==> src/verilog/rtccal_consts.vh <==
`ifndef RTCCAL_CONSTS_VH
`define RTCCAL_CONSTS_VH

// register offsets
`define RTCCAL_ADDR_HOURS 8'h02
`define RTCCAL_ADDR_DAY_OF_WEEK_FIELD 8'h03
`define RTCCAL_ADDR_DATE 8'h04
`define RTCCAL_ADDR_MONTH 8'h05
`define RTCCAL_ADDR_YEAR 8'h06
// power-fail stamp window: four words from this base
`define RTCCAL_ADDR_STAMP_BASE 8'h18
`define RTCCAL_STAMP_WORDS 4

// weekday register fields
`define RTCCAL_WK_OSC_RUNNING_FLAG_BIT 5
`define RTCCAL_WK_PWRLOSS_BIT 4
`define RTCCAL_WK_BATEN_BIT 3
// month register fields
`define RTCCAL_MTH_LEAP_BIT 5
`define RTCCAL_MTH_TEN_BIT 4

// reset values
`define RTCCAL_RST_DAY_OF_WEEK_FIELD 3'h1
`define RTCCAL_RST_DATE 6'h01
`define RTCCAL_RST_MONTH 5'h01
`define RTCCAL_RST_YEAR 8'h01

// calendar limits
`define RTCCAL_LAST_DAY_OF_WEEK_FIELD 3'h7
`define RTCCAL_LAST_MONTH 5'h12
`define RTCCAL_LAST_YEAR 8'h99

// oscillator watchdog: longest gap between oscillator ticks
// 100 us of the 10 ns clock, sized to the 16-bit watchdog counter
`define RTCCAL_OSC_TIMEOUT_CYC 16'h2710

`endif

==> src/verilog/rtccal_osc_mon.v <==
`timescale 1ns/1ps
`include "rtccal_consts.vh"

module rtccal_osc_mon
#(
    parameter [15:0] TIMEOUT_CYC = `RTCCAL_OSC_TIMEOUT_CYC
)
(
    // clock and reset
    input wire clk,
    input wire rst_n,
    // oscillator
    input wire osc_enable,
    input wire osc_tick,
    // status
    output reg running
);

reg [15:0] gap;

always @(posedge clk)
begin
    if (!rst_n)
    begin
        gap <= 16'h0000;
        running <= 1'b0;
    end
    else if (!osc_enable)
    begin
        gap <= 16'h0000;
        running <= 1'b0;
    end
    else if (osc_tick)
    begin
        gap <= 16'h0000;
        running <= 1'b1;
    end
    else if (gap >= TIMEOUT_CYC - 16'h0001)
    begin
        // oscillator stalled on its own while still enabled
        running <= 1'b0;
    end
    else
    begin
        gap <= gap + 16'h0001;
    end
end

endmodule

==> src/verilog/rtccal_regs.v <==
// Functional notes
// - oscillator run bit is read-only, 1 only while enabled and actually running
// - run bit also clears when the oscillator stops by itself
// - power loss loads time-stamp words and sets the sticky power-loss flag
// - clearing the power-loss flag zeroes every time-stamp word
// - no new time-stamp is captured while the flag is still set
// - software can never write the power-loss flag to one
// - a weekday register write clears the power-loss flag, unless a power loss sets it in the same cycle
// - weekday bit 3 is the read/write backup supply enable
// - day of week is a 3-bit field at bits 2-0, values 1 to 7
// - date is BCD, tens digit at bits 5-4, ones at bits 3-0
// - month bit 5 is a read-only leap-year indicator
// - year is two BCD digits, tens at 7-4, ones at 3-0
// - unimplemented upper bits read zero and ignore writes
// - day of week rolls 7 to 1 with no carry
// - past December 31 the date goes to January 1 and year advances
// - year wraps 99 to 00 with no carry
// - February ends on 29 in leap years, 28 otherwise; others fixed
`timescale 1ns/1ps
`include "rtccal_consts.vh"

module rtccal_regs
#(
    parameter [15:0] OSC_TIMEOUT_CYC = `RTCCAL_OSC_TIMEOUT_CYC
)
(
    // clock and reset
    input wire CLOCK,
    input wire RST_N,
    // register port from the serial front end
    input wire [7:0] REG_ADDR,
    input wire REG_WR,
    input wire [7:0] REG_WDATA,
    input wire REG_RD,
    output reg [7:0] REG_RDATA,
    output reg REG_RVALID,
    // timekeeping inputs
    input wire OSC_ENABLE,
    input wire OSC_TICK,
    input wire DAY_CARRY,
    input wire [7:0] STAMP_MINUTES,
    input wire [7:0] STAMP_HOURS,
    // power
    input wire PRIMARY_POWER_LOST,
    output reg BACKUP_SUPPLY_EN,
    output reg POWER_LOSS_FLAG
);

////////////////////////////////////////////////////////////////////////////////

localparam [1:0] ST_IDLE = 2'b00;
localparam [1:0] ST_CAPTURE = 2'b01;
localparam [1:0] ST_ZERO = 2'b10;

function [7:0] bcd_inc;
    input [7:0] v;
    begin
        if (v[3:0] == 4'h9)
        begin
            bcd_inc = {v[7:4] + 4'h1, 4'h0};
        end
        else
        begin
            bcd_inc = {v[7:4], v[3:0] + 4'h1};
        end
    end
endfunction

// two-digit BCD year divisible by four
function is_leap;
    input [7:0] y;
    begin
        if (y[4] == 1'b0)
        begin
            is_leap = (y[3:0] == 4'h0) || (y[3:0] == 4'h4) || (y[3:0] == 4'h8);
        end
        else
        begin
            is_leap = (y[3:0] == 4'h2) || (y[3:0] == 4'h6);
        end
    end
endfunction

function [5:0] last_day;
    input [4:0] m;
    input leap;
    begin
        case (m)
            5'h02: last_day = leap ? 6'h29 : 6'h28;
            5'h04, 5'h06, 5'h09, 5'h11: last_day = 6'h30;
            default: last_day = 6'h31;
        endcase
    end
endfunction

////////////////////////////////////////////////////////////////////////////////

reg [2:0] day_of_week_field;
reg [1:0] date_tens_digit;
reg [3:0] date_ones_digit;
reg month_tens_bit;
reg [3:0] month_ones_digit;
reg [3:0] year_tens_digit;
reg [3:0] year_ones_digit;
reg [1:0] state;
reg [1:0] idx;
reg pwr_lost_d;
reg rd_pend;
reg rd_is_stamp;
reg [7:0] rd_hold;

wire osc_running_flag;
wire [7:0] stamp_rdata;
wire [5:0] date_bcd = {date_tens_digit, date_ones_digit};
wire [4:0] month_bcd = {month_tens_bit, month_ones_digit};
wire [7:0] year_bcd = {year_tens_digit, year_ones_digit};
wire leap_year_flag = is_leap(year_bcd);
wire wr_day_of_week_field = REG_WR && (REG_ADDR == `RTCCAL_ADDR_DAY_OF_WEEK_FIELD);
wire wr_date = REG_WR && (REG_ADDR == `RTCCAL_ADDR_DATE);
wire wr_month = REG_WR && (REG_ADDR == `RTCCAL_ADDR_MONTH);
wire wr_year = REG_WR && (REG_ADDR == `RTCCAL_ADDR_YEAR);
wire loss_event = PRIMARY_POWER_LOST && !pwr_lost_d;
wire capture_start = loss_event && !POWER_LOSS_FLAG;
wire in_stamp = ({REG_ADDR[7:2], 2'b00} == `RTCCAL_ADDR_STAMP_BASE);

////////////////////////////////////////////////////////////////////////////////
// calendar counters

wire end_of_month = (date_bcd == last_day(month_bcd, leap_year_flag));
wire end_of_year = end_of_month && (month_bcd == `RTCCAL_LAST_MONTH);
wire [7:0] date_plus = bcd_inc({2'b00, date_bcd});
wire [7:0] month_plus = bcd_inc({3'b000, month_bcd});
wire [7:0] next_year = (year_bcd == `RTCCAL_LAST_YEAR) ? 8'h00 : bcd_inc(year_bcd);

// a host write to a field wins over a same-cycle day advance of that field
always @(posedge CLOCK)
begin
    if (!RST_N)
    begin
        day_of_week_field <= `RTCCAL_RST_DAY_OF_WEEK_FIELD;
        {date_tens_digit, date_ones_digit} <= `RTCCAL_RST_DATE;
        {month_tens_bit, month_ones_digit} <= `RTCCAL_RST_MONTH;
        {year_tens_digit, year_ones_digit} <= `RTCCAL_RST_YEAR;
        BACKUP_SUPPLY_EN <= 1'b0;
    end
    else
    begin
        if (wr_day_of_week_field)
        begin
            day_of_week_field <= REG_WDATA[2:0];
            BACKUP_SUPPLY_EN <= REG_WDATA[`RTCCAL_WK_BATEN_BIT];
        end
        else if (DAY_CARRY)
        begin
            day_of_week_field <= (day_of_week_field == `RTCCAL_LAST_DAY_OF_WEEK_FIELD) ?
                `RTCCAL_RST_DAY_OF_WEEK_FIELD : day_of_week_field + 3'h1;
        end
        if (wr_date)
        begin
            {date_tens_digit, date_ones_digit} <= REG_WDATA[5:0];
        end
        else if (DAY_CARRY)
        begin
            {date_tens_digit, date_ones_digit} <= end_of_month ? 6'h01 : date_plus[5:0];
        end
        if (wr_month)
        begin
            // leap bit is derived, so bit 5 of the write is dropped
            {month_tens_bit, month_ones_digit} <= REG_WDATA[4:0];
        end
        else if (DAY_CARRY && end_of_month)
        begin
            {month_tens_bit, month_ones_digit} <= end_of_year ? 5'h01 : month_plus[4:0];
        end
        if (wr_year)
        begin
            {year_tens_digit, year_ones_digit} <= REG_WDATA;
        end
        else if (DAY_CARRY && end_of_year)
        begin
            {year_tens_digit, year_ones_digit} <= next_year;
        end
    end
end

////////////////////////////////////////////////////////////////////////////////
// power-loss flag and time-stamp sequencer

reg stamp_we;
reg [7:0] stamp_wdata;

always @*
begin
    stamp_we = (state != ST_IDLE);
    case (idx)
        2'b00: stamp_wdata = STAMP_MINUTES;
        2'b01: stamp_wdata = STAMP_HOURS;
        2'b10: stamp_wdata = {2'b00, date_bcd};
        default: stamp_wdata = {day_of_week_field, month_bcd};
    endcase
    if (state != ST_CAPTURE)
    begin
        stamp_wdata = 8'h00;
    end
end

always @(posedge CLOCK)
begin
    if (!RST_N)
    begin
        POWER_LOSS_FLAG <= 1'b0;
        pwr_lost_d <= 1'b0;
        state <= ST_IDLE;
        idx <= 2'b00;
    end
    else
    begin
        pwr_lost_d <= PRIMARY_POWER_LOST;
        // set beats the clear of a same-cycle weekday write; written value never sets it
        if (capture_start)
        begin
            POWER_LOSS_FLAG <= 1'b1;
        end
        else if (wr_day_of_week_field)
        begin
            POWER_LOSS_FLAG <= 1'b0;
        end
        // a loss with the flag clear, or a flag clear, restarts the sequence mid-way, so neither event is ever dropped
        if (capture_start)
        begin
            state <= ST_CAPTURE;
            idx <= 2'b00;
        end
        else if (wr_day_of_week_field && POWER_LOSS_FLAG)
        begin
            state <= ST_ZERO;
            idx <= 2'b00;
        end
        else
        begin
            case (state)
                ST_IDLE:
                begin
                    idx <= 2'b00;
                end
                ST_CAPTURE, ST_ZERO:
                begin
                    idx <= idx + 2'b01;
                    if (idx == 2'b11)
                    begin
                        state <= ST_IDLE;
                    end
                end
                default:
                begin
                    state <= ST_IDLE;
                end
            endcase
        end
    end
end

rtccal_stamp_mem u_stamp
(
    .clk(CLOCK),
    .wr_en(stamp_we),
    .wr_addr(idx),
    .wr_data(stamp_wdata),
    .rd_addr(REG_ADDR[1:0]),
    .rd_data(stamp_rdata)
);

rtccal_osc_mon #(
    .TIMEOUT_CYC(OSC_TIMEOUT_CYC)
) u_osc
(
    .clk(CLOCK),
    .rst_n(RST_N),
    .osc_enable(OSC_ENABLE),
    .osc_tick(OSC_TICK),
    .running(osc_running_flag)
);

////////////////////////////////////////////////////////////////////////////////
// read path: two-cycle latency so stamp memory and calendar answer alike

always @(posedge CLOCK)
begin
    if (!RST_N)
    begin
        rd_pend <= 1'b0;
        rd_is_stamp <= 1'b0;
        rd_hold <= 8'h00;
        REG_RDATA <= 8'h00;
        REG_RVALID <= 1'b0;
    end
    else
    begin
        rd_pend <= REG_RD;
        rd_is_stamp <= REG_RD && in_stamp;
        if (REG_RD)
        begin
            case (REG_ADDR)
                `RTCCAL_ADDR_DAY_OF_WEEK_FIELD:
                    rd_hold <= {2'b00, osc_running_flag, POWER_LOSS_FLAG, BACKUP_SUPPLY_EN,
                        day_of_week_field};
                `RTCCAL_ADDR_DATE: rd_hold <= {2'b00, date_bcd};
                `RTCCAL_ADDR_MONTH: rd_hold <= {2'b00, leap_year_flag, month_bcd};
                `RTCCAL_ADDR_YEAR: rd_hold <= year_bcd;
                default: rd_hold <= 8'h00;
            endcase
        end
        REG_RVALID <= rd_pend;
        if (rd_pend)
        begin
            REG_RDATA <= rd_is_stamp ? stamp_rdata : rd_hold;
        end
    end
end

endmodule

==> src/verilog/rtccal_stamp_mem.v <==
`timescale 1ns/1ps
`include "rtccal_consts.vh"

module rtccal_stamp_mem
(
    // clock
    input wire clk,
    // write port
    input wire wr_en,
    input wire [1:0] wr_addr,
    input wire [7:0] wr_data,
    // read port
    input wire [1:0] rd_addr,
    output reg [7:0] rd_data
);

reg [7:0] mem [0:`RTCCAL_STAMP_WORDS-1];

always @(posedge clk)
begin
    if (wr_en)
    begin
        mem[wr_addr] <= wr_data;
    end
    rd_data <= mem[rd_addr];
end

endmodule
==> config.mk <==
export PLATFORM = sky130hd
export DESIGN_NAME = rtccal_regs
export DESIGN_NICKNAME = d
export VERILOG_FILES = /design/src/verilog/rtccal_osc_mon.v /design/src/verilog/rtccal_regs.v /design/src/verilog/rtccal_stamp_mem.v
export VERILOG_INCLUDE_DIRS = /design/src /design/src/verilog
export SDC_FILE = /design/constraint.sdc
export NUM_CORES = 1
export LEC_CHECK = 0
export ABC_AREA = 1
export BUFFER_PORTS_ARGS = -buffer_cell sky130_fd_sc_hd__clkbuf_2
export CAP_MARGIN = 20
export CELL_PAD_IN_SITES_DETAIL_PLACEMENT = 0
export CELL_PAD_IN_SITES_GLOBAL_PLACEMENT = 2
export CORE_MARGIN = 4
export CORE_UTILIZATION = 35
export DETAILED_ROUTE_END_ITERATION = 10
export GPL_ROUTABILITY_DRIVEN = 0
export PLACE_DENSITY_LB_ADDON = 0.08
export SYNTH_ARGS = -nofsm -noshare
export SYNTH_HDL_FRONTEND = slang
export SYNTH_SLANG_ARGS = --single-unit
==> constraint.sdc <==
create_clock -name CLOCK -period 2 [get_ports CLOCK]
set_input_delay 0.4 -clock CLOCK [delete_from_list [all_inputs] [get_ports CLOCK]]
set_output_delay 0.4 -clock CLOCK [all_outputs]
set_load 0.05 [all_outputs]
==> results.md, run 1 <==
* Critical path's slowest cell: dfxtp_1
* Relative slew slack at 0.624
* Wirelength, routed at 14,600 µm
* Top layer used by detailed routing: met4
* Share of the synthesized area in the top cell type at 0.281
* Htree depth at 3
* CTS tree: yes
* Postcts setup bufs at 0
* Design area at 0.00621 mm²
* Standard-cell rows at 44
* Post-Synth Simple-Gate Area at 0.248
* Seq/Total Area, Yosys at 0.466
* Compound-Gate Fraction of Synth Area at 0.168
* Synth top area cells: dfxtp_1, edfxtp_1, nand2_1
* Synth warn at 0
* Crit-path max FO at 6
* Fin crit period at 1820 ps
* Routed vias/inst at 5.06
* Antenna cells at 0
* Max Buffers Root-to-Sink at 2
* Post-Syn Area at 0.00520 mm²
* Detail Route met2 WL at 6810 µm
* Netlist cell types at 45
* Post-synth EDFFs at 32
* Largest family of logic cells by synthesized area: simple AND/OR/NAND/NOR gates
* Routed vias at 4,657
* Num CTS Buffers at 9
* Initial Util at 0.358
* Post-Synth Adder-Cell Area at 0.0337
* Xor/xnor cell area share of the yosys netlist at 0.0101
* Dpl cell area at 0.00590 mm²
* Global route total overflow at 0
* Crit path capture type: register
* DRC at 0
* First-pass GRT wire length at 23,500 µm
* Syn nets at 701
* Port bufs at 50
* Iteration-0 DRC Markers at 242
* Clock Power Share at 0.401
* Avg Inst Size Synth at 8.04 µm²
* Dpl hpwl at 11,300 µm
* Maximum vdd drop at 0.422 mV
* Top Ports at 51
* Internal Power at 0.00330 W
* Worst-path clk slew at 80 ps
* Logic gate share of total power at 0.086
* Setup CP Type: register to register
* Setup Skew at 9.45 ps
* Synth Register Bits at 105
* HP Class: input pin to register
* Chip height at 130 µm
* Startpoint Class: register
* CTS Hold Bufs at 0
* Largest net degree at the start of global routing at 23
* Root buffer cell: clkbuf_16
* Post-synth top area cell: dfxtp_1
* Core area at 0.0145 mm²
* DR WL/cell at 15.9 µm
* Power Total at 0.00445 W
* Critical path's top delay family: simple AND/OR/NAND/NOR gates
* Initial antenna violation count at 0
* Reg area at 0.00242 mm²
* Vias in the first global route at 4,619
* Final #Nets at 785
* Worst EP required at 2280 ps
* PD cells at 717 mW/mm²
* Flop pwr share at 0.513
* Crit path cell chain: ha_1 > nand2_1 > nor2_1 > o211ai_1 > nand2_2 > inv_1 > nand2_1 > nor2_1 > a21oi_1 > nor3_1
* Metal3 WL at 572 µm
* Leakage at 2.47 nW
* Syn-to-layout area delta at 19.4%
* Finish-stage setup viols at 0
* Final ANT Viol Nets at 0
* RSZ-0062 raised after global routing: yes
* Mux contribution to synthesized area at 0
* Gr usage total at 0.180
* Final period utilization at 0.911
* Switching Power at 0.00115 W
* Die ar. at 0.0169 mm²
* Fillers at 1,502
* Slew @ Worst Pin at 561 ps
* Crit path DAT at 2100 ps
* Met1 WL at 6930 µm
* Sw Ratio at 0.258
* Die width at 130 µm
* DRT Pass-1 Iters at 4
* Status: finished clean
* Max-Cap Viols at 0
* Gate count of the mapped netlist at 647
* CTS resizes at 0
* Primary FF master, synth: dfxtp_1
* Fmax at 549 MHz
* Final Hold Vio Count at 0
* Layout cells sized above 1 at 0.196
* Async set-reset flop share out of synthesis at 0
* Clock latency on the worst-skew pair at 360 ps
* TritonCTS sink count at 105
* Slew Limit Fails at 0
* Buf+Inv Stages, Crit Path at 1
* CP max stage delay at 340 ps
* Area of the multi-input gates at 0.00239 mm²
## per-stage QoR
step	util	worst slack, ps	std cells	setup TNS (ps)	hold WS [ps]
finish	0.427	178	920	0	232
global route	0.427	-12.0	920	-12.0	256
CTS	0.427	127	920	0	221
detailed placement	0.406	29.7	904	0	417
global placement	0.406	71.5	904	0	414
floorplan	-	228	647	0	408
## per-layer routing
metal  vias to the layer above  global-route usage
met2                        93               0.297
met3                        27              0.0442
met4                         0              0.0581
met5                         -                   0
met1                      2169               0.233
li1                       2368                   -
## cells by family after synthesis
group / Yosys count
flops: 105
buf+inv: 99
fa+ha+maj: 14
compound gates: 147
simple gates: 276
xor+xnor: 6
## sequential cells by signal (all words and copies together), names as in the netlist, 2 cells and up
signal             cells
u_stamp.mem           32
state                  2
rd_hold                8
year_tens_digit        4
date_ones_digit        4
u_stamp.rd_data        8
u_osc.gap             16
year_ones_digit        4
month_ones_digit       4
day_of_week_field      3
idx                    2
REG_RDATA              8
date_tens_digit        2
## worst reg2reg max path, cell delays in order, from the launching register on
cell	delay (ps)
dfxtp_1	340
ha_1	210
nand2_1	110
nor2_1	70
o211ai_1	200
nand2_2	130
inv_1	90
nand2_1	70
nor2_1	260
a21oi_1	100
nor3_1	170
## synthesized netlist by cell type (all sizes together) (5+ instances only)
library cell	count
a211oi	6
a21oi	46
a221oi	5
a22oi	7
a31oi	11
buf	5
clkbuf	12
dfxtp	73
edfxtp	32
ha	14
inv	82
nand2	134
nand3	57
nand4	6
nor2	55
nor3	16
o21ai	50
o22ai	11
xor2	5
## power groups by stage
stage,Combinational (W),Sequential [W],Clock [W]
final,0.000385,0.00228,0.00178
after global routing,0.000430,0.00229,0.00192
after CTS,0.000390,0.00228,0.00185
after detailed placement,0.000389,0.00233,0
after global placement,0.000384,0.00233,0
after floorplan,0.000180,0.00237,0
## cells in the final DEF (no fill, tap or decap), types with 3 or more instances in the layout
| master | n |
|---|---|
| nand3_1 | 53 |
| o21ai_0 | 42 |
| nor2_1 | 45 |
| clkbuf_2 | 50 |
| a221oi_1 | 5 |
| a31oi_1 | 11 |
| buf_4 | 40 |
| nand2_2 | 9 |
| o22ai_1 | 11 |
| dfxtp_1 | 72 |
| nand4_1 | 6 |
| edfxtp_1 | 32 |
| inv_1 | 77 |
| o211ai_1 | 4 |
| a21oi_1 | 43 |
| a211oi_1 | 6 |
| clkbuf_16 | 9 |
| nand3_2 | 3 |
| a22oi_1 | 7 |
| nor4_1 | 3 |
| nand2_1 | 123 |
| nor2_2 | 5 |
| a21oi_2 | 3 |
| ha_1 | 14 |
| inv_2 | 5 |
| nor3_1 | 15 |
| o21ai_1 | 7 |
| nor2_4 | 5 |
| xor2_1 | 5 |
## final timing paths
kind | startpoint | endpoint | slack (ps) | cells after the start
max reg2reg | u_osc.gap[0]$_SDFFE_PP0N_ | u_osc.gap[10]$_SDFFE_PP0N_ | 180 | 10
min | PRIMARY_POWER_LOST | pwr_lost_d$_SDFF_PN0_ | 230 | 3
max | u_osc.gap[0]$_SDFFE_PP0N_ | u_osc.gap[10]$_SDFFE_PP0N_ | 180 | 10
min reg2reg | u_osc.gap[14]$_SDFFE_PP0N_ | u_osc.gap[14]$_SDFFE_PP0N_ | 430 | 2
## area by class of cell
cell class | count | area share
Inverter | 82 | 0.0496
Clock buffer | 10 | 0.0385
Sequential cell | 105 | 0.390
Clock inverter | 6 | 0.0103
Tap cell | 184 | 0.0371
Timing Repair Buffer | 90 | 0.0887
Multi-Input combinational cell | 443 | 0.386
Note: power is estimated with default switching activity, not from simulation.
==> inputs of run 2 (changes only) <==
--- a/config.mk
+++ b/config.mk
@@ -12,7 +12,8 @@
 export CELL_PAD_IN_SITES_DETAIL_PLACEMENT = 0
 export CELL_PAD_IN_SITES_GLOBAL_PLACEMENT = 2
 export CORE_MARGIN = 4
-export CORE_UTILIZATION = 35
+export CORE_UTILIZATION = 36
+export CTS_BUF_LIST = sky130_fd_sc_hd__clkbuf_4 sky130_fd_sc_hd__clkbuf_8
 export DETAILED_ROUTE_END_ITERATION = 10
 export GPL_ROUTABILITY_DRIVEN = 0
 export PLACE_DENSITY_LB_ADDON = 0.08
==> run 2 against run 1 <==
Against the previous run:
- clock skew down 1.7 ps
- via count down 0.54%
- cell count down 0.43%
- design area down 1.6%
- clock-buffer cell count unchanged
- sequential cell count unchanged
- routed wire length down 2.6%
- global-route usage up 0.16 points
==> results.md, run 2 (same netlist as run 1, synthesis figures left out) <==
* DRT Pass-1 Iters at 5
* Htree depth at 3
* Wirelength, routed at 14,200 µm
* Gr usage total at 0.182
* Most frequent cells in the layout: nand2_1, inv_1, dfxtp_1
* Crit path DAT at 2130 ps
* Largest net degree at the start of global routing at 23
* Flop pwr share at 0.585
* Startpoint Class: register
* Chip height at 128 µm
* Dpl hpwl at 11,100 µm
* Initial antenna violation count at 0
* First-pass GRT wire length at 23,600 µm
* Iteration-0 DRC Markers at 331
* Non-Filler Instances at 916
* Routed vias/inst at 5.06
* Syn-to-layout area delta at 17.5%
* Num CTS Buffers at 9
* Standard-cell rows at 43
* Leakage at 2.41 nW
* Relative slew slack at 0.617
* Worst-path clk slew at 100 ps
* CTS tree: yes
* Final ANT Viol Nets at 0
* Cell mode on critical path: nand2_1
* Root buffer cell: clkbuf_8
* Final #Nets at 785
* Logic gate share of total power at 0.093
* Max-Cap Viols at 0
* Final Hold Vio Count at 0
* Setup CP Type: register to register
* Fmax at 553 MHz
* Internal Power at 0.00286 W
* Critical path's top delay family: simple AND/OR/NAND/NOR gates
* Routed vias at 4,632
* Crit path cell chain: inv_1 > nand3_1 > nand2_1 > nand2_1 > nand2_1 > nand2_1 > nand2_2 > nand3_4 > nor2_2 > nand2_2 > nand2_8 > nand2_1 > nand2_1 > nand2_1 > nor2_1
* Largest reg by FF count: u_stamp.mem
* Finish-stage setup viols at 0
* TritonCTS sink count at 105
* Clock Power Share at 0.322
* Setup WS post-layout at 192 ps
* Layout cells sized above 1 at 0.202
* Max Buffers Root-to-Sink at 2
* DRC at 0
* Antenna cells at 0
* Status: finished clean
* Maximum vdd drop at 0.296 mV
* Sw Ratio at 0.269
* Slew @ Worst Pin at 571 ps
* PD cells at 639 mW/mm²
* Vias in the first global route at 4,610
* Crit-path max FO at 13
* Buf+Inv Stages, Crit Path at 1
* Clock latency on the worst-skew pair at 380 ps
* Max reg flops at 32
* Worst EP required at 2320 ps
* Fin crit period at 1810 ps
* Most common cell after layout, fill and taps aside: nand2_1
* DR WL/cell at 15.6 µm
* Pre-CTS setup slack at 24.6 ps
* HP Class: input pin to register
* Core area at 0.0140 mm²
* Die width at 128 µm
* Die ar. at 0.0164 mm²
* Slew Limit Fails at 0
* Top Ports at 51
* Final period utilization at 0.904
* Crit path capture type: register
* Port bufs at 50
* Placed cells at 898
* Global route total overflow at 0
* Setup Skew at 7.77 ps
* Biggest regs: u_stamp.mem (32), u_osc.gap (16)
* Initial Util at 0.370
* Switching Power at 0.00105 W
* CP max stage delay at 370 ps
* Critical path's slowest cell: dfxtp_2
-- run 2: cell types whose count changed in the layout (fill, tap and decap cells not counted), sizes merged --
| cell | change |
|---|---|
| clkinv | +3 |
| inv | -3 |
-- run 2: final timing paths --
check	start	endpoint	slack, ps	depth (start not counted)
setup / recovery	year_ones_digit[3]$_SDFFE_PN0P_	year_tens_digit[2]$_SDFFE_PN0P_	190	15
hold / removal	PRIMARY_POWER_LOST	pwr_lost_d$_SDFF_PN0_	220	3
setup reg to reg	year_ones_digit[3]$_SDFFE_PN0P_	year_tens_digit[2]$_SDFFE_PN0P_	190	15
hold reg to reg	u_osc.gap[14]$_SDFFE_PP0N_	u_osc.gap[14]$_SDFFE_PP0N_	440	2
-- run 2: final cells by class --
class,instances,area [µm²]
fillers,1415,7930
flip-flops and latches,105,2430
multi-input cells,443,2420
repair buffers,90,551
inverters,82,312
well taps,180,225
clock buffers,10,131
clock inverters,6,50.0
-- run 2: worst reg2reg max path: cells and delay by family, from the launching register on --
kind | cells | cell delay, ps
flip-flops | 1 | 370
buffers and inverters | 1 | 130
AND/OR/NAND/NOR | 14 | 1260
-- run 2: power by group through the flow --
stage | Combinational, W | Clock [W] | Sequential, W
after global placement | 0.000362 | 0 | 0.00234
after floorplan | 0.000180 | 0 | 0.00237
after CTS | 0.000367 | 0.00132 | 0.00229
after global routing | 0.000409 | 0.00139 | 0.00230
after detailed placement | 0.000366 | 0 | 0.00234
final | 0.000364 | 0.00126 | 0.00229
-- run 2: metrics by stage --
step                setup TNS, ps  utilization  total power (W)  area [µm²]  hold WS [ps]
CTS                             0        0.432          0.00398        6060           194
global placement                0        0.419          0.00270        5880           415
detailed placement              0        0.419          0.00270        5880           427
finish                          0        0.435          0.00391        6110           220
global route                -2.39        0.435          0.00410        6110           215
floorplan                       0            -          0.00255        5200           408
-- run 2: timing repair --
item	CTS	global route
hold buffers	0	0
resized for setup	0	12
endpoints found under the setup margin	0	14
setup buffers	0	2
hold endpoints to repair	0	0
-- run 2: layer usage --
| metal | GRT usage | up-vias | part of all wire |
|---|---|---|---|
| li1 | - | 2373 | - |
| met1 | 0.252 | 2150 | 0.50 |
| met2 | 0.283 | 91 | 0.44 |
| met3 | 0.0429 | 18 | 0.042 |
| met4 | 0.0512 | 0 | 0.018 |
| met5 | 0 | - | 0 |
==> inputs of run 3 (changes only) <==
--- a/config.mk
+++ b/config.mk
@@ -9,13 +9,12 @@
 export ABC_AREA = 1
 export BUFFER_PORTS_ARGS = -buffer_cell sky130_fd_sc_hd__clkbuf_2
 export CAP_MARGIN = 20
-export CELL_PAD_IN_SITES_DETAIL_PLACEMENT = 0
-export CELL_PAD_IN_SITES_GLOBAL_PLACEMENT = 2
+export CELL_PAD_IN_SITES_DETAIL_PLACEMENT = 1
+export CELL_PAD_IN_SITES_GLOBAL_PLACEMENT = 1
 export CORE_MARGIN = 4
-export CORE_UTILIZATION = 36
+export CORE_UTILIZATION = 46
 export CTS_BUF_LIST = sky130_fd_sc_hd__clkbuf_4 sky130_fd_sc_hd__clkbuf_8
 export DETAILED_ROUTE_END_ITERATION = 10
-export GPL_ROUTABILITY_DRIVEN = 0
 export PLACE_DENSITY_LB_ADDON = 0.08
 export SYNTH_ARGS = -nofsm -noshare
 export SYNTH_HDL_FRONTEND = slang
==> run 3 against run 2 <==
Against the previous run:
- sequential cell count unchanged
- clock skew is 4.4 ps higher
- combinational power up 3%
- highest routed layer unchanged
==> results.md, run 3 (same netlist as run 1, synthesis figures left out) <==
* Status: finished clean
* Gr usage total at 0.248
* Port bufs at 50
* Max Buffers Root-to-Sink at 2
* Num CTS Buffers at 9
* Final hold slack at 215 ps
* Area of the multi-input gates at 0.00242 mm²
* Relative slew slack at 0.532
* Worst-path clk slew at 100 ps
* Fillers at 1,397
* Crit path capture type: register
* DRC at 0
* Worst EP required at 2280 ps
* RSZ-0062 raised after global routing: no
* R2R Path End: year_ones_digit[0]$_SDFFE_PN1P_
* Chip height at 114 µm
* Internal Power at 0.00299 W
* Final #Nets at 782
* Syn-to-layout area delta at 16.8%
* Die ar. at 0.0131 mm²
* Final ANT Viol Nets at 0
* Largest reg by FF count: u_stamp.mem
* Reg area at 0.00243 mm²
* First-pass GRT wire length at 25,400 µm
* Global route total overflow at 0
* Max-Cap Viols at 0
* Crit-path max FO at 11
* Flop pwr share at 0.566
* Switching Power at 0.00105 W
* Vias in the first global route at 5,117
* Crit path DAT at 2130 ps
* Most common cell after layout, fill and taps aside: nand2_1
* Setup WS post-layout at 153 ps
* Standard-cell rows at 38
* PD cells at 665 mW/mm²
* Largest net degree at the start of global routing at 20
* Leakage at 2.41 nW
* Initial antenna violation count at 0
* Sum Neg Setup Slack at 0 ps
* Dpl cell area at 0.00581 mm²
* CTS Hold Bufs at 0
* Antenna cells at 0
* HP Class: input pin to register
* Maximum vdd drop at 0.620 mV
* Clock Power Share at 0.342
* Dpl hpwl at 12,100 µm
* Iteration-0 DRC Markers at 272
* Hold Crit Depth at 3
* Setup CP Type: register to register
* Reg2Reg Setup Slack at 150 ps
* Reg2reg start: month_ones_digit[1]$_SDFFE_PN0P_
* Design area at 0.00607 mm²
* Routed vias/inst at 5.52
* DRT Pass-1 Iters at 4
* Initial Util at 0.476
* Biggest regs: u_stamp.mem (32), u_osc.gap (16)
* Htree depth at 3
* Hold Path Origin: PRIMARY_POWER_LOST
* Sw Ratio at 0.259
* WHS Endpoint: pwr_lost_d$_SDFF_PN0_
* Root buffer cell: clkbuf_8
* TritonCTS sink count at 105
* Startpoint Class: register
* Wirelength, routed at 15,500 µm
* Layout cells sized above 1 at 0.205
* Pre-CTS setup slack at 11.1 ps
* Gpl congestion at 0.895
* Top Ports at 51
* Slew Limit Fails at 0
* CTS tree: yes
* Clock latency on the worst-skew pair at 390 ps
* Final period utilization at 0.924
* DR WL/cell at 17.8 µm
* Core area at 0.0109 mm²
* Max reg flops at 32
* Slew @ Worst Pin at 698 ps
* Logic gate share of total power at 0.092
* Fin crit period at 1850 ps
* Setup Skew at 12.2 ps
* Finish-stage setup viols at 0
* Final Hold Vio Count at 0
* Cells on worst reg2reg path at 14
* Routed vias at 4,821
* Fmax at 541 MHz
* Most frequent cells in the layout: nand2_1, inv_1, dfxtp_1
* Die width at 114 µm
## run 3: changes by cell type in the layout (fill, tap and decap cells not counted), moves of 2 or more
cell	before	now
inv_2	4	6
nor2_4	6	9
nand2_2	8	10
nor2_2	6	4
dfxtp_2	5	3
dfxtp_4	0	2
buf_4	40	37
nand2_1	124	122
## run 3: worst max-delay path by stage
stage,startpoint,end
global placement,REG_ADDR[7],year_ones_digit[3]$_SDFFE_PN0P_
finish,month_ones_digit[1]$_SDFFE_PN0P_,year_ones_digit[0]$_SDFFE_PN1P_
global route,month_ones_digit[1]$_SDFFE_PN0P_,year_ones_digit[0]$_SDFFE_PN1P_
floorplan,REG_ADDR[7],year_tens_digit[3]$_SDFFE_PN0P_
detailed placement,REG_ADDR[7],date_ones_digit[0]$_SDFFE_PN1P_
CTS,u_osc.gap[0]$_SDFFE_PP0N_,u_osc.gap[11]$_SDFFE_PP0N_
## run 3: repair_timing
| item | 4_1_cts | 5_1_grt |
|---|---|---|
| resized for setup | 0 | 20 |
| setup buffers | 0 | 2 |
| setup endpoints to repair | 0 | 16 |
## run 3: area by class of cell
| cell class | count | share of cell area |
|---|---|---|
| Tap cell | 140 | 0.0288 |
| Clock inverter | 5 | 0.0109 |
| Clock buffer | 11 | 0.0229 |
| Inverter | 82 | 0.0507 |
| Multi-Input combinational cell | 443 | 0.399 |
| Timing Repair Buffer | 87 | 0.0869 |
| Sequential cell | 105 | 0.401 |
## run 3: power groups by stage
stage	clock network, W	logic [W]	registers [W]
3_3_place_gp	0	0.000356	0.00233
4_1_cts	0.00142	0.000375	0.00229
5_1_grt	0.00151	0.000410	0.00230
3_5_place_dp	0	0.000373	0.00234
6_report	0.00138	0.000374	0.00229
2_1_floorplan	0	0.000180	0.00237
## run 3: critical path: stages (launching register included)
cell and delay [ps]:
dfxtp_4 380, inv_2 70, nor2_4 140, nand3_2 110, inv_1 110, nand2_1 90
nand2_1 90, nand2_2 70, nand3_4 120, nor2_4 40, nand2_2 70, nand2_4 100
buf_4 160, a21oi_1 120, o21ai_1 80
## run 3: routing by layer
layer  vias to the layer above  wire length (µm)  share of wire  track usage
met1                      2325              6730           0.43        0.308
met4                         0               486          0.031       0.0990
met5                         -                 0              0            0
met3                        35               769          0.050       0.0539
li1                       2358                 -              -            -
met2                       103              7520           0.49        0.420
## run 3: through the flow
stage / instances / total power, W / util
after floorplan: 647 / 0.00255 / -
final: 873 / 0.00404 / 0.555
after CTS: 871 / 0.00408 / 0.550
after global routing: 873 / 0.00421 / 0.555
after global placement: 855 / 0.00269 / 0.531
after detailed placement: 855 / 0.00271 / 0.531
